==> config.mk <==
export PLATFORM = sky130hd
export DESIGN_NAME = wdu_top
export DESIGN_NICKNAME = d
export VERILOG_FILES = /design/src/inc/wdu_pkg.sv /design/src/verilog/wdu_sync.sv /design/src/verilog/wdu_prescaler.sv /design/src/verilog/wdu_top.sv
export VERILOG_INCLUDE_DIRS = /design/src /design/src/inc
export SDC_FILE = /design/constraint.sdc
export NUM_CORES = 1
export LEC_CHECK = 0
export BUFFER_PORTS_ARGS = -buffer_cell sky130_fd_sc_hd__buf_2
export CAP_MARGIN = 10
export CORE_ASPECT_RATIO = 1.4
export CORE_MARGIN = 2
export CORE_UTILIZATION = 59
export CTS_BUF_LIST = sky130_fd_sc_hd__clkbuf_8
export CTS_CLUSTER_SIZE = 30
export DETAILED_ROUTE_END_ITERATION = 8
export GPL_TIMING_DRIVEN = 1
export MAX_ROUTING_LAYER = met4
export PLACE_DENSITY_LB_ADDON = 0.25
export SLEW_MARGIN = 30
export SYNTH_ARGS = -nofsm -noshare
export SYNTH_HDL_FRONTEND = slang
export SYNTH_SLANG_ARGS = --single-unit
==> constraint.sdc <==
create_clock -name sys_clk -period 3.3 [get_ports sys_clk]
set_input_delay 0 -clock sys_clk [delete_from_list [all_inputs] [get_ports sys_clk]]
set_output_delay 0 -clock sys_clk [all_outputs]
set_load 0.05 [all_outputs]
==> src/inc/wdu_consts.svh <==
`ifndef WDU_CONSTS_SVH
`define WDU_CONSTS_SVH

// Register byte offsets on the AXI4-Lite port.
`define WDU_OFS_CTRL        8'h00
`define WDU_OFS_MODE        8'h04
`define WDU_OFS_DELTA       8'h08
`define WDU_OFS_PROT        8'h0c
`define WDU_OFS_STATUS      8'h10

// Control register fields.
`define WDU_CTRL_RELOAD     0

// Mode register fields.
`define WDU_MODE_RLD_LSB    0
`define WDU_MODE_RLD_MSB    11
`define WDU_MODE_PSC_LSB    12
`define WDU_MODE_PSC_MSB    14
`define WDU_MODE_EN         16
`define WDU_MODE_DBGFRZ     17
`define WDU_MODE_SRC        18

// Status register fields.
`define WDU_STAT_UF         16
`define WDU_STAT_WIN        17
`define WDU_STAT_LOCK       18

// Protection keys: the unlock key clears the lock, any other value sets it.
`define WDU_KEY_UNLOCK      32'h000035ca

// Reset values.
`define WDU_RST_RELOAD      12'hfff
`define WDU_RST_DELTA       12'hfff
`define WDU_RST_PSC         3'h7

// Length of the system reset pulse in sys_clk cycles.
`define WDU_RST_PULSE_CYC   4'h4

// AXI response codes.
`define WDU_RESP_OKAY       2'h0
`define WDU_RESP_SLVERR     2'h2

`endif

==> src/inc/wdu_pkg.sv <==
package wdu_pkg;

  // Watchdog sequencing states.
  typedef enum logic [1:0] {
    WDU_IDLE = 2'b00,
    WDU_RUN  = 2'b01,
    WDU_FIRE = 2'b10
  } wdu_state_t;

  // AXI response code.
  typedef logic [1:0] wdu_resp_t;

  // Counter word.
  typedef logic [11:0] wdu_count_t;

endpackage : wdu_pkg

==> src/verilog/wdu_sync.sv <==
`timescale 1ns/10ps
`default_nettype none

module wdu_sync #(
  parameter int WIDTH = 2
) (
  // Clock, reset and enable.
  input  wire logic             sys_clk,
  input  wire logic             reset,
  input  wire logic             clk_en,
  // Asynchronous levels in, synchronised levels out.
  input  wire logic [WIDTH-1:0] din,
  output var  logic [WIDTH-1:0] dout
);

  logic [WIDTH-1:0] meta_q;
  logic [WIDTH-1:0] meta_d;
  logic [WIDTH-1:0] sync_q;
  logic [WIDTH-1:0] sync_d;

  // The first stage is read only by the second stage.
  always_comb begin
    meta_d = clk_en ? din : meta_q;
    sync_d = clk_en ? meta_q : sync_q;
  end

  // Two flip-flops per bit.
  always_ff @(posedge sys_clk) begin
    if (reset) begin
      meta_q <= '0;
      sync_q <= '0;
    end else begin
      meta_q <= meta_d;
      sync_q <= sync_d;
    end
  end

  assign dout = sync_q;

endmodule : wdu_sync

`default_nettype wire

==> src/verilog/wdu_prescaler.sv <==
`timescale 1ns/10ps
`default_nettype none

module wdu_prescaler #(
  parameter int SEL_W = 3
) (
  // Clock, reset and enable.
  input  wire logic             sys_clk,
  input  wire logic             reset,
  input  wire logic             clk_en,
  // Low-speed ticks in, divided ticks out.
  input  wire logic             tick,
  input  wire logic             restart,
  input  wire logic [SEL_W-1:0] sel,
  output var  logic             pulse
);

  localparam int DIV_W = (1 << SEL_W) - 1;

  logic [DIV_W-1:0] div_q;
  logic [DIV_W-1:0] div_d;
  logic             pulse_q;
  logic             pulse_d;
  logic [DIV_W-1:0] last;

  // Divide by two to the power of sel; a restart drops the partial count.
  always_comb begin
    last    = DIV_W'((1 << sel) - 1);
    div_d   = div_q;
    pulse_d = 1'b0;
    if (restart) begin
      div_d = '0;
    end else if (tick) begin
      if (div_q >= last) begin
        div_d   = '0;
        pulse_d = 1'b1;
      end else begin
        div_d = div_q + DIV_W'(1);
      end
    end
  end

  // State registers, frozen while the clock enable is low.
  always_ff @(posedge sys_clk) begin
    if (reset) begin
      div_q   <= '0;
      pulse_q <= 1'b0;
    end else if (clk_en) begin
      div_q   <= div_d;
      pulse_q <= pulse_d;
    end
  end

  assign pulse = pulse_q;

endmodule : wdu_prescaler

`default_nettype wire

==> src/verilog/wdu_top.sv <==
// Contract
// - Twelve-bit down-counter advanced through a prescaler selected by a three-bit field.
// - Underflow without a reload asserts the system reset.
// - A reload while the count exceeds the programmed delta asserts the system reset.
// - Optional freeze of the counter while the processor is halted in debug.
// - Enableable write protection blocks changes to the configuration.
// - Counter clock selects internal or external low-speed oscillator.
//
// Decided for this implementation: the register offsets and the AXI4-Lite interface to the registers.
`timescale 1ns/10ps
`default_nettype none
`include "wdu_consts.svh"

module wdu_top (
  // Clock, reset and enable.
  input  wire logic              sys_clk,
  input  wire logic              reset,
  input  wire logic              clk_en,
  // Low-speed oscillator pins and debug halt.
  input  wire logic              low_speed_internal_osc,
  input  wire logic              low_speed_external_osc,
  input  wire logic              dbg_halt,
  // AXI4-Lite write address and data.
  input  wire logic [7:0]        s_axi_awaddr,
  input  wire logic              s_axi_awvalid,
  output var  logic              s_axi_awready,
  input  wire logic [31:0]       s_axi_wdata,
  input  wire logic [3:0]        s_axi_wstrb,
  input  wire logic              s_axi_wvalid,
  output var  logic              s_axi_wready,
  // AXI4-Lite write response.
  output var  wdu_pkg::wdu_resp_t s_axi_bresp,
  output var  logic              s_axi_bvalid,
  input  wire logic              s_axi_bready,
  // AXI4-Lite read.
  input  wire logic [7:0]        s_axi_araddr,
  input  wire logic              s_axi_arvalid,
  output var  logic              s_axi_arready,
  output var  logic [31:0]       s_axi_rdata,
  output var  wdu_pkg::wdu_resp_t s_axi_rresp,
  output var  logic              s_axi_rvalid,
  input  wire logic              s_axi_rready,
  // System reset request.
  output var  logic              wd_sys_reset
);

  import wdu_pkg::*;

  ////////////////////////////////////////////////////////////////////////////
  // Declarations.

  logic [1:0]  ls_sync;
  logic        ls_sel;
  logic        ls_tick;
  logic        psc_pulse;
  logic        psc_restart;
  logic        run;

  logic        aw_held_q, aw_held_d;
  logic [7:0]  aw_addr_q, aw_addr_d;
  logic        w_held_q, w_held_d;
  logic [31:0] w_data_q, w_data_d;
  logic [3:0]  w_strb_q, w_strb_d;
  logic        awready_q, awready_d;
  logic        wready_q, wready_d;
  logic        bvalid_q, bvalid_d;
  wdu_resp_t   bresp_q, bresp_d;
  logic        arready_q, arready_d;
  logic        rvalid_q, rvalid_d;
  logic [31:0] rdata_q, rdata_d;
  wdu_resp_t   rresp_q, rresp_d;
  logic        wr_fire;
  logic        wr_hit;
  logic        rd_hit;
  logic [31:0] mode_word;
  logic [31:0] mode_new;
  logic [31:0] delta_new;

  wdu_count_t  reload_q, reload_d;
  logic [2:0]  psc_q, psc_d;
  logic        en_q, en_d;
  logic        frz_q, frz_d;
  logic        src_q, src_d;
  wdu_count_t  delta_q, delta_d;
  logic        lock_q, lock_d;
  logic        reload_req;
  logic        uf_clr;
  logic        win_clr;

  wdu_state_t  state_q, state_d;
  wdu_count_t  cnt_q, cnt_d;
  logic        uf_q, uf_d;
  logic        win_q, win_d;
  logic [3:0]  rst_cnt_q, rst_cnt_d;
  logic        wd_rst_q, wd_rst_d;
  logic        ls_prev_q, ls_prev_d;

  // Byte-lane merge for partial writes.
  function automatic logic [31:0] merge_bytes(input logic [31:0] old,
                                              input logic [31:0] data,
                                              input logic [3:0]  strb);
    logic [31:0] res;
    res = old;
    for (int i = 0; i < 4; i++) begin
      if (strb[i]) begin
        res[i*8 +: 8] = data[i*8 +: 8];
      end
    end
    return res;
  endfunction : merge_bytes

  ////////////////////////////////////////////////////////////////////////////
  // Low-speed clock capture and prescaler.

  // Oscillator pins are asynchronous, so both pass two flip-flops first.
  wdu_sync #(
    .WIDTH (2)
  ) u_sync (
    .sys_clk (sys_clk),
    .reset   (reset),
    .clk_en  (clk_en),
    .din     ({low_speed_external_osc, low_speed_internal_osc}),
    .dout    (ls_sync)
  );

  // Source select and rising-edge detect; switching source may cost one tick.
  assign ls_sel    = src_q ? ls_sync[1] : ls_sync[0];
  assign ls_tick   = ls_sel & ~ls_prev_q & run;
  assign ls_prev_d = ls_sel;

  // Counting stops while disabled, firing or frozen by a debug halt.
  assign run = (state_q == WDU_RUN) & ~(frz_q & dbg_halt);

  wdu_prescaler #(
    .SEL_W (3)
  ) u_psc (
    .sys_clk (sys_clk),
    .reset   (reset),
    .clk_en  (clk_en),
    .tick    (ls_tick),
    .restart (psc_restart),
    .sel     (psc_q),
    .pulse   (psc_pulse)
  );

  ////////////////////////////////////////////////////////////////////////////
  // AXI4-Lite slave.

  assign wr_fire   = aw_held_q & w_held_q & ~bvalid_q;
  assign wr_hit    = (aw_addr_q == `WDU_OFS_CTRL) | (aw_addr_q == `WDU_OFS_MODE) |
                     (aw_addr_q == `WDU_OFS_DELTA) | (aw_addr_q == `WDU_OFS_PROT) |
                     (aw_addr_q == `WDU_OFS_STATUS);
  assign rd_hit    = (s_axi_araddr == `WDU_OFS_CTRL) | (s_axi_araddr == `WDU_OFS_MODE) |
                     (s_axi_araddr == `WDU_OFS_DELTA) | (s_axi_araddr == `WDU_OFS_PROT) |
                     (s_axi_araddr == `WDU_OFS_STATUS);

  assign mode_word = {13'h0000, src_q, frz_q, en_q, 1'b0, psc_q, reload_q};

  // Address and data are held independently; the response follows both.
  always_comb begin
    aw_held_d = aw_held_q;
    aw_addr_d = aw_addr_q;
    w_held_d  = w_held_q;
    w_data_d  = w_data_q;
    w_strb_d  = w_strb_q;
    bvalid_d  = bvalid_q;
    bresp_d   = bresp_q;
    if (s_axi_awvalid & awready_q) begin
      aw_held_d = 1'b1;
      aw_addr_d = {s_axi_awaddr[7:2], 2'b00};
    end
    if (s_axi_wvalid & wready_q) begin
      w_held_d = 1'b1;
      w_data_d = s_axi_wdata;
      w_strb_d = s_axi_wstrb;
    end
    if (wr_fire) begin
      aw_held_d = 1'b0;
      w_held_d  = 1'b0;
      bvalid_d  = 1'b1;
      bresp_d   = wr_hit ? `WDU_RESP_OKAY : `WDU_RESP_SLVERR;
    end else if (bvalid_q & s_axi_bready) begin
      bvalid_d = 1'b0;
    end
    awready_d = ~aw_held_d & ~bvalid_d;
    wready_d  = ~w_held_d & ~bvalid_d;
  end

  // Read answers one cycle after the address is taken.
  always_comb begin
    arready_d = arready_q;
    rvalid_d  = rvalid_q;
    rdata_d   = rdata_q;
    rresp_d   = rresp_q;
    if (s_axi_arvalid & arready_q) begin
      arready_d = 1'b0;
      rvalid_d  = 1'b1;
      rresp_d   = rd_hit ? `WDU_RESP_OKAY : `WDU_RESP_SLVERR;
      case (s_axi_araddr) // Exact match only, so an unaligned or unmapped address reads zero.
        `WDU_OFS_MODE:   rdata_d = mode_word;
        `WDU_OFS_DELTA:  rdata_d = {20'h00000, delta_q};
        `WDU_OFS_PROT:   rdata_d = {31'h00000000, lock_q};
        `WDU_OFS_STATUS: rdata_d = {13'h0000, lock_q, win_q, uf_q, 4'h0, cnt_q};
        default:         rdata_d = 32'h00000000;
      endcase
    end else if (rvalid_q & s_axi_rready) begin
      rvalid_d  = 1'b0;
      arready_d = 1'b1;
    end
  end

  always_ff @(posedge sys_clk) begin
    if (reset) begin
      aw_held_q <= 1'b0;
      aw_addr_q <= 8'h00;
      w_held_q  <= 1'b0;
      w_data_q  <= 32'h00000000;
      w_strb_q  <= 4'h0;
      awready_q <= 1'b1;
      wready_q  <= 1'b1;
      bvalid_q  <= 1'b0;
      bresp_q   <= `WDU_RESP_OKAY;
      arready_q <= 1'b1;
      rvalid_q  <= 1'b0;
      rdata_q   <= 32'h00000000;
      rresp_q   <= `WDU_RESP_OKAY;
    end else if (clk_en) begin
      aw_held_q <= aw_held_d;
      aw_addr_q <= aw_addr_d;
      w_held_q  <= w_held_d;
      w_data_q  <= w_data_d;
      w_strb_q  <= w_strb_d;
      awready_q <= awready_d;
      wready_q  <= wready_d;
      bvalid_q  <= bvalid_d;
      bresp_q   <= bresp_d;
      arready_q <= arready_d;
      rvalid_q  <= rvalid_d;
      rdata_q   <= rdata_d;
      rresp_q   <= rresp_d;
    end
  end

  ////////////////////////////////////////////////////////////////////////////
  // Configuration registers.

  assign mode_new   = merge_bytes(mode_word, w_data_q, w_strb_q);
  assign delta_new  = merge_bytes({20'h00000, delta_q}, w_data_q, w_strb_q);
  assign reload_req = wr_fire & (aw_addr_q == `WDU_OFS_CTRL) & w_strb_q[0] &
                      w_data_q[`WDU_CTRL_RELOAD];
  assign uf_clr     = wr_fire & (aw_addr_q == `WDU_OFS_STATUS) & w_strb_q[2] &
                      w_data_q[`WDU_STAT_UF];
  assign win_clr    = wr_fire & (aw_addr_q == `WDU_OFS_STATUS) & w_strb_q[2] &
                      w_data_q[`WDU_STAT_WIN];

  // Mode and delta writes are dropped silently while the lock is set.
  always_comb begin
    reload_d = reload_q;
    psc_d    = psc_q;
    en_d     = en_q;
    frz_d    = frz_q;
    src_d    = src_q;
    delta_d  = delta_q;
    lock_d   = lock_q;
    if (wr_fire & ~lock_q & (aw_addr_q == `WDU_OFS_MODE)) begin
      reload_d = mode_new[`WDU_MODE_RLD_MSB:`WDU_MODE_RLD_LSB];
      psc_d    = mode_new[`WDU_MODE_PSC_MSB:`WDU_MODE_PSC_LSB];
      en_d     = mode_new[`WDU_MODE_EN];
      frz_d    = mode_new[`WDU_MODE_DBGFRZ];
      src_d    = mode_new[`WDU_MODE_SRC];
    end
    if (wr_fire & ~lock_q & (aw_addr_q == `WDU_OFS_DELTA)) begin
      delta_d = delta_new[11:0];
    end
    // A full-word key write is needed; anything else arms the lock.
    if (wr_fire & (aw_addr_q == `WDU_OFS_PROT)) begin
      lock_d = ~((w_strb_q == 4'hf) & (w_data_q == `WDU_KEY_UNLOCK));
    end
  end

  always_ff @(posedge sys_clk) begin
    if (reset) begin
      reload_q <= `WDU_RST_RELOAD;
      psc_q    <= `WDU_RST_PSC;
      en_q     <= 1'b0;
      frz_q    <= 1'b0;
      src_q    <= 1'b0;
      delta_q  <= `WDU_RST_DELTA;
      lock_q   <= 1'b0;
    end else if (clk_en) begin
      reload_q <= reload_d;
      psc_q    <= psc_d;
      en_q     <= en_d;
      frz_q    <= frz_d;
      src_q    <= src_d;
      delta_q  <= delta_d;
      lock_q   <= lock_d;
    end
  end

  ////////////////////////////////////////////////////////////////////////////
  // Counter and reset sequencer.

  // Software is expected to reload only inside the window; early ones fire.
  always_comb begin
    state_d     = state_q;
    cnt_d       = cnt_q;
    rst_cnt_d   = rst_cnt_q;
    wd_rst_d    = 1'b0;
    psc_restart = 1'b0;
    uf_d        = uf_q & ~uf_clr;
    win_d       = win_q & ~win_clr;
    case (state_q)
      WDU_IDLE: begin
        cnt_d       = reload_q;
        psc_restart = 1'b1;
        if (en_q) begin
          state_d = WDU_RUN;
        end
      end
      WDU_RUN: begin
        if (~en_q) begin
          state_d = WDU_IDLE;
        end else if (reload_req) begin
          if (cnt_q > delta_q) begin
            win_d     = 1'b1;
            state_d   = WDU_FIRE;
            rst_cnt_d = `WDU_RST_PULSE_CYC;
          end else begin
            cnt_d       = reload_q;
            psc_restart = 1'b1;
          end
        end else if (psc_pulse & run) begin
          if (cnt_q == 12'h000) begin
            uf_d      = 1'b1;
            state_d   = WDU_FIRE;
            rst_cnt_d = `WDU_RST_PULSE_CYC;
          end else begin
            cnt_d = cnt_q - 12'h001;
          end
        end
      end
      WDU_FIRE: begin
        wd_rst_d    = 1'b1;
        rst_cnt_d   = rst_cnt_q - 4'h1;
        psc_restart = 1'b1;
        cnt_d       = reload_q;
        if (rst_cnt_q == 4'h1) begin
          state_d = WDU_IDLE;
        end
      end
      default: begin
        state_d = WDU_IDLE;
      end
    endcase
  end

  always_ff @(posedge sys_clk) begin
    if (reset) begin
      state_q   <= WDU_IDLE;
      cnt_q     <= `WDU_RST_RELOAD;
      uf_q      <= 1'b0;
      win_q     <= 1'b0;
      rst_cnt_q <= 4'h0;
      wd_rst_q  <= 1'b0;
      ls_prev_q <= 1'b0;
    end else if (clk_en) begin
      state_q   <= state_d;
      cnt_q     <= cnt_d;
      uf_q      <= uf_d;
      win_q     <= win_d;
      rst_cnt_q <= rst_cnt_d;
      wd_rst_q  <= wd_rst_d;
      ls_prev_q <= ls_prev_d;
    end
  end

  ////////////////////////////////////////////////////////////////////////////
  // Outputs, each straight from a flip-flop.

  assign s_axi_awready = awready_q;
  assign s_axi_wready  = wready_q;
  assign s_axi_bvalid  = bvalid_q;
  assign s_axi_bresp   = bresp_q;
  assign s_axi_arready = arready_q;
  assign s_axi_rvalid  = rvalid_q;
  assign s_axi_rdata   = rdata_q;
  assign s_axi_rresp   = rresp_q;
  assign wd_sys_reset  = wd_rst_q;

endmodule : wdu_top

`default_nettype wire

Word-level counts from Yosys, hierarchy flattened
Index checks and enable logic that the tools add are counted.
W data, S select, Z words.
- bits in registers: 150
- bits of input ports: 63
- output and inout bits: 42
- word-level logic and storage cells: 188
- add/sub/neg operators: 4
- $lt $le $gt $ge: 2
- equal/unequal tests: 24
- shifts and indexed selects: 1
- muxes and demuxes: 54
- bitwise logic cells: 46
- reduce and logical (&&, ||, !) cells: 24
- operators by type and width (cell ; count):
    $pmux W19 S4 ; 1
    $mux W12 ; 5
    $eq A32 B14 Y1 const B ; 1
    $and A1 B1 Y1 ; 28
    $mux W1 ; 27
    $pmux W12 S2 ; 1
    $mux W7 ; 3
    $mux W4 ; 5
    $mux W2 ; 9
    $reduce_and A6 Y1 ; 3
    $eq A8 B4 Y1 const B ; 2
    $logic_not A8 Y1 ; 2
    $reduce_and A3 Y1 ; 5
    $reduce_and A2 Y1 ; 7
    $eq A6 B2 Y1 const B ; 2
    $gt A12 B12 Y1 ; 1
    $logic_not A12 Y1 ; 1
    $ne A4 B3 Y1 const B ; 3
    $sub A12 B1 Y12 const B ; 1
    $not A1 Y1 ; 10
    $ne A3 B2 Y1 const B ; 3
    $eq A8 B3 Y1 const B ; 1
    $eq A8 B5 Y1 const B ; 1
    $or A1 B1 Y1 ; 8
    19 further kinds ; 25

Longest topological paths before layout
- depth in word-level cells: 12
- mapped depth: 11
- mapped depth without buffers: 10

By module
Synthesis repeated with hierarchy kept, for this count alone.
- cells, all modules: 797
- area, all modules: 6606.3 µm²
- by module, submodules not included (module ; times used ; cells each ; area an instance (µm²)):
    wdu_top ; 1 ; 715 ; 5926.9
    wdu_prescaler ; 1 ; 69 ; 539.3
    wdu_sync ; 1 ; 13 ; 140.1

Worst setup path after synthesis
Ideal clock, no wire load.
- path kind: flip-flop to flip-flop
- from: register delta_q[11]
- to: register u_psc.div_q[2]
- arrival: 2.299 ns
- data required time: 3.179 ns
- path slack: 0.881 ns
- cell stages (with the launch flop): 10
- buffers on the path: 0
- path through: dfxtp_1 -> inv_1 -> ha_1 -> a21oi_1 -> o21ai_0 -> a2111oi_2 -> a21oi_1 -> o311ai_2 -> o21ai_0 -> o2bb2ai_1
- word-level cells in the longest chain between the ends: 7
- RTL lines (item ; RTL line ; text):
    start, declared ; wdu_top.sv:84 ; wdu_count_t delta_q, delta_d;
    start signal, assigned ; wdu_top.sv:288 ; delta_q <= `WDU_RST_DELTA;
    start signal, assigned ; wdu_top.sv:296 ; delta_q <= delta_d;
    $gt A12 B12 Y1 * ; wdu_top.sv:325 ; if (cnt_q > delta_q) begin
    $mux W1 * ; wdu_top.sv:325 ;
    $mux W1 * ; wdu_top.sv:324 ; end else if (reload_req) begin
    $mux W1 * ; wdu_top.sv:322 ; if (~en_q) begin
    $pmux W1 S2 * ; wdu_top.sv:313 ; case (state_q)
    $reduce_bool A2 Y1 (no source line) ; - ;
    $reduce_and A2 Y1 (no source line) ; - ;
    end signal, assigned ; wdu_prescaler.sv:49 ; div_q <= div_d;
    end, declared ; wdu_prescaler.sv:20 ; logic [DIV_W-1:0] div_q;
Every way passes the cells marked *; elsewhere a longest branch is shown, timed or not.
A chain may end at the register's enable or synchronous reset.

Worst setup path in the final report
Ends and elaborated chain as after synthesis.

==> metrics.md <==
| Metric | Value |
|---|---|
| Clk_lat worst skew | `450 ps` |
| Post-DR wirelength/cell | `16.4 um` |
| Arr. time, crit path | `3190 ps` |
| Post-CTS sizing | `0` |
| RSZ-0062 raised after global routing | `false` |
| WL met2 | `8790 um` |
| Clock root buffer | `clkbuf_8` |
| Site Rows | `45` |
| Final Max Tran Viols | `0` |
| TritonCTS buffer count | `17` |
| WL met3 | `1030 um` |
| WP data required | `3650 ps` |
| Post-route minimum period | `2840 ps` |
| TritonCTS clock tree | `built` |
| Setup TNS | `0 ps` |
| Total Nets Final | `981` |
| Hold Slack | `119 ps` |
| Finish-stage setup viols | `0` |
| HP Class | `input port to flop` |
| Peak VDD IR | `between 300 and 400 uV` |
| Drt total wl | `17200 um` |
| Worst Max-Slew Pin Slew | `979 ps` |
| Antenna violations before repair | `1` |
| CTS sink cnt | `roughly 130` |
| Max Freq | `roughly 0.35 GHz` |
| Post-route cell area | `0.00773 mm2` |
| Reg clk slew, reported paths | `80 ps` |
| Placed cell area | `0.00684 mm2` |
| Via/cell ratio | `5.91` |
| Asr flop ratio synth | `0%` |
| GR Util All Layers | `31.2%` |
| Worst hold start | `dbg_halt` |
| Status | `finished clean` |
| CP endpoint kind | `flop` |
| Starting Density | `59.7%` |
| Syn_area_per_cell | `8.30 um2` |
| Die Wd | `92.2 um` |
| Static leakage | `0.00332 uW` |
| Hpwl dp | `11300 um` |
| GRT overflow | `0` |
| First-pass GRT wire length | `28500 um` |
| Critical path class | `flop to flop` |
| Synth Instances | `a little under 800` |
| Area Overhead vs Synth | `20.4%` |
| Period utilisation layout | `86.2%` |
| Register bit count reported by yosys | `134` |
| Ports | `105` |
| Clock Tree Buf Depth | `2` |
| Share of cells above drive strength 1 | `15.6%` |
| Ys Warns | `0` |
| R2R depth | `9` |
| Antenna viol nets, final | `0` |
| Critical Path Source Type | `flop` |
| RR Endpoint | `u_psc.div_q[2]$_SDFFE_PP0P_` |
| Post-synth top flop | `dfxtp_1` |
| Die footprint | `0.0118 mm2` |
| TritonRoute pass-1 iters | `8` |
| Routability cong. | `0.912` |
| PortBufs | `86` |
| EDFF count, synth | `0` |
| Post-CTS Setup Inserts | `0` |
| Hold endpoint | `uf_q$_SDFFE_PP0P_` |
| Drt initial violations | `480` |
| Final Hold Viols | `0` |
| Worst Skew | `7.99 ps` |
| WHS Path Cells | `6` |
| M1 WL | `between 6000 and 7000 um` |
| Placeable core region | `0.0108 mm2` |
| Pwr per Cell Area | `428 mW/mm2` |
| CP Max Fanout | `7` |
| Synth unique cells | `67` |
| Die Ht | `roughly 130 um` |
| Via count | `roughly 6.2k` |
| Vias in the first global route | `5999` |
| Max-Cap Viols | `0` |
| Post-Syn Area | `0.00642 mm2` |
| Worst rel slew slack | `34.5%` |
| Sequential area share after synthesis | `41.8%` |
| Reg-to-reg startpoint | `delta_q[11]$_SDFFE_PP1P_` |
| Largest net degree at the start of global routing | `69` |
| R2r setup slk | `460 ps` |
| CTS H-tree lvls | `4` |
| Top Layer Used | `met4` |
| Post-CTS Hold Fix Bufs | `51` |
| DRC | `0` |
-- through the flow --
step	utilization [%]	worst slack (ps)	std cells	total power (uW)
after detailed placement	63.6	425	962	1980
after global routing	71.9	151	1046	3420
after CTS	71.9	431	1045	3310
after global placement	63.6	534	962	1970
after floorplan	-	881	789	1910
final	71.9	456	1046	3310
-- kinds of logic (layout without fill, tap and decap cells) --
family | count (synthesis) | after routing | share of synthesized area (%)
and+or+nand+nor | 312 | 312 | 23.1
AOI/OAI and AO/OA | 178 | 178 | 18.9
DFF | 134 | 134 | 41.8
buffers and inverters | 94 | 209 | 6.66
adders and majority gates | 27 | 27 | 5.26
muxes | 25 | 25 | 3.89
xor gates and xnor gates | 3 | 3 | 0.409
other | 1 | 17 | 0.0584
-- report_power, final --
part	total (uW)	internal (uW)	switching, uW
clock network	1310	609	704
logic	310	122	188
registers	1690	1650	34.5
total	3310	2380	926
-- metal layers --
metal	track usage (%)	up-vias
met3	5.66	56
met4	12.9	0
met1	35.0	2923
met2	54.5	246
li1	-	2954
met5	-	-
-- worst max path at each step --
stage / from / cells past startpoint / endpoint
after floorplan: delta_q[11]$_SDFFE_PP1P_ / 9 / u_psc.div_q[2]$_SDFFE_PP0P_
after global placement: delta_q[11]$_SDFFE_PP1P_ / 9 / u_psc.div_q[2]$_SDFFE_PP0P_
after detailed placement: delta_q[11]$_SDFFE_PP1P_ / 9 / u_psc.div_q[2]$_SDFFE_PP0P_
after CTS: delta_q[11]$_SDFFE_PP1P_ / 9 / u_psc.div_q[2]$_SDFFE_PP0P_
after global routing: delta_q[11]$_SDFFE_PP1P_ / 9 / u_psc.div_q[2]$_SDFFE_PP0P_
final: delta_q[11]$_SDFFE_PP1P_ / 9 / u_psc.div_q[2]$_SDFFE_PP0P_
-- synth_stat cells, types with 7 or more instances --
cell,n,share of area [%]
clkbuf_1,38,2.2
and3_1,7,0.68
o211ai_1,14,1.6
mux2i_1,25,3.9
nand3_1,37,2.9
buf_4,17,2.0
ha_1,27,5.3
o21ai_0,27,2.1
a222oi_1,11,1.7
nor3_1,10,0.78
a21oi_1,63,4.9
nand2_1,139,8.1
inv_1,32,1.9
nand4_1,12,1.2
a2bb2oi_1,12,1.6
dfxtp_1,134,42
nor2_1,61,3.6
-- cells in the final DEF (no fill, tap or decap), drive strengths merged, types with 11 or more instances in the layout --
cell | Yosys | layout
nand2 | 140 | 140
dfxtp | 134 | 134
buf | 23 | 94
a21oi | 64 | 64
nor2 | 61 | 61
dlygate4sd3 | 0 | 51
nand3 | 37 | 37
inv | 32 | 37
o21ai | 31 | 31
ha | 27 | 27
mux2i | 25 | 25
clkbuf | 39 | 17
conb | 1 | 16
o211ai | 14 | 14
nand4 | 12 | 12
a2bb2oi | 12 | 12
a222oi | 11 | 11
nor3 | 11 | 11
-- cell type report --
class / instances / area [um2]
repair buffers: 145 / 1000
flip-flops and latches: 134 / 2680
clock inverters: 15 / 146
inverters: 32 / 120
multi-input cells: 561 / 3370
diodes: 1 / 2.50
well taps: 141 / 176
fillers: 845 / 3020
clock buffers: 17 / 234
-- worst max-delay path: stages (launching register included) --
cell       delay [ps]
dfxtp_1           360
inv_1              50
ha_1              320
a21oi_1           190
o21ai_0           140
a2111oi_2         570
a21oi_1           220
o311ai_2          550
o21ai_0           180
o2bb2ai_1         150
-- registers in the layout, summed over array words and instances (netlist names), 2 cells and up --
name           cells
w_data_q          32
s_axi_rdata       18
cnt_q             12
delta_q           12
reload_q          12
u_psc.div_q        7
aw_addr_q          6
rst_cnt_q          4
w_strb_q           4
psc_q              3
state_q            2
u_sync.dout        2
u_sync.meta_q      2
(Power assumes the default switching activity.)
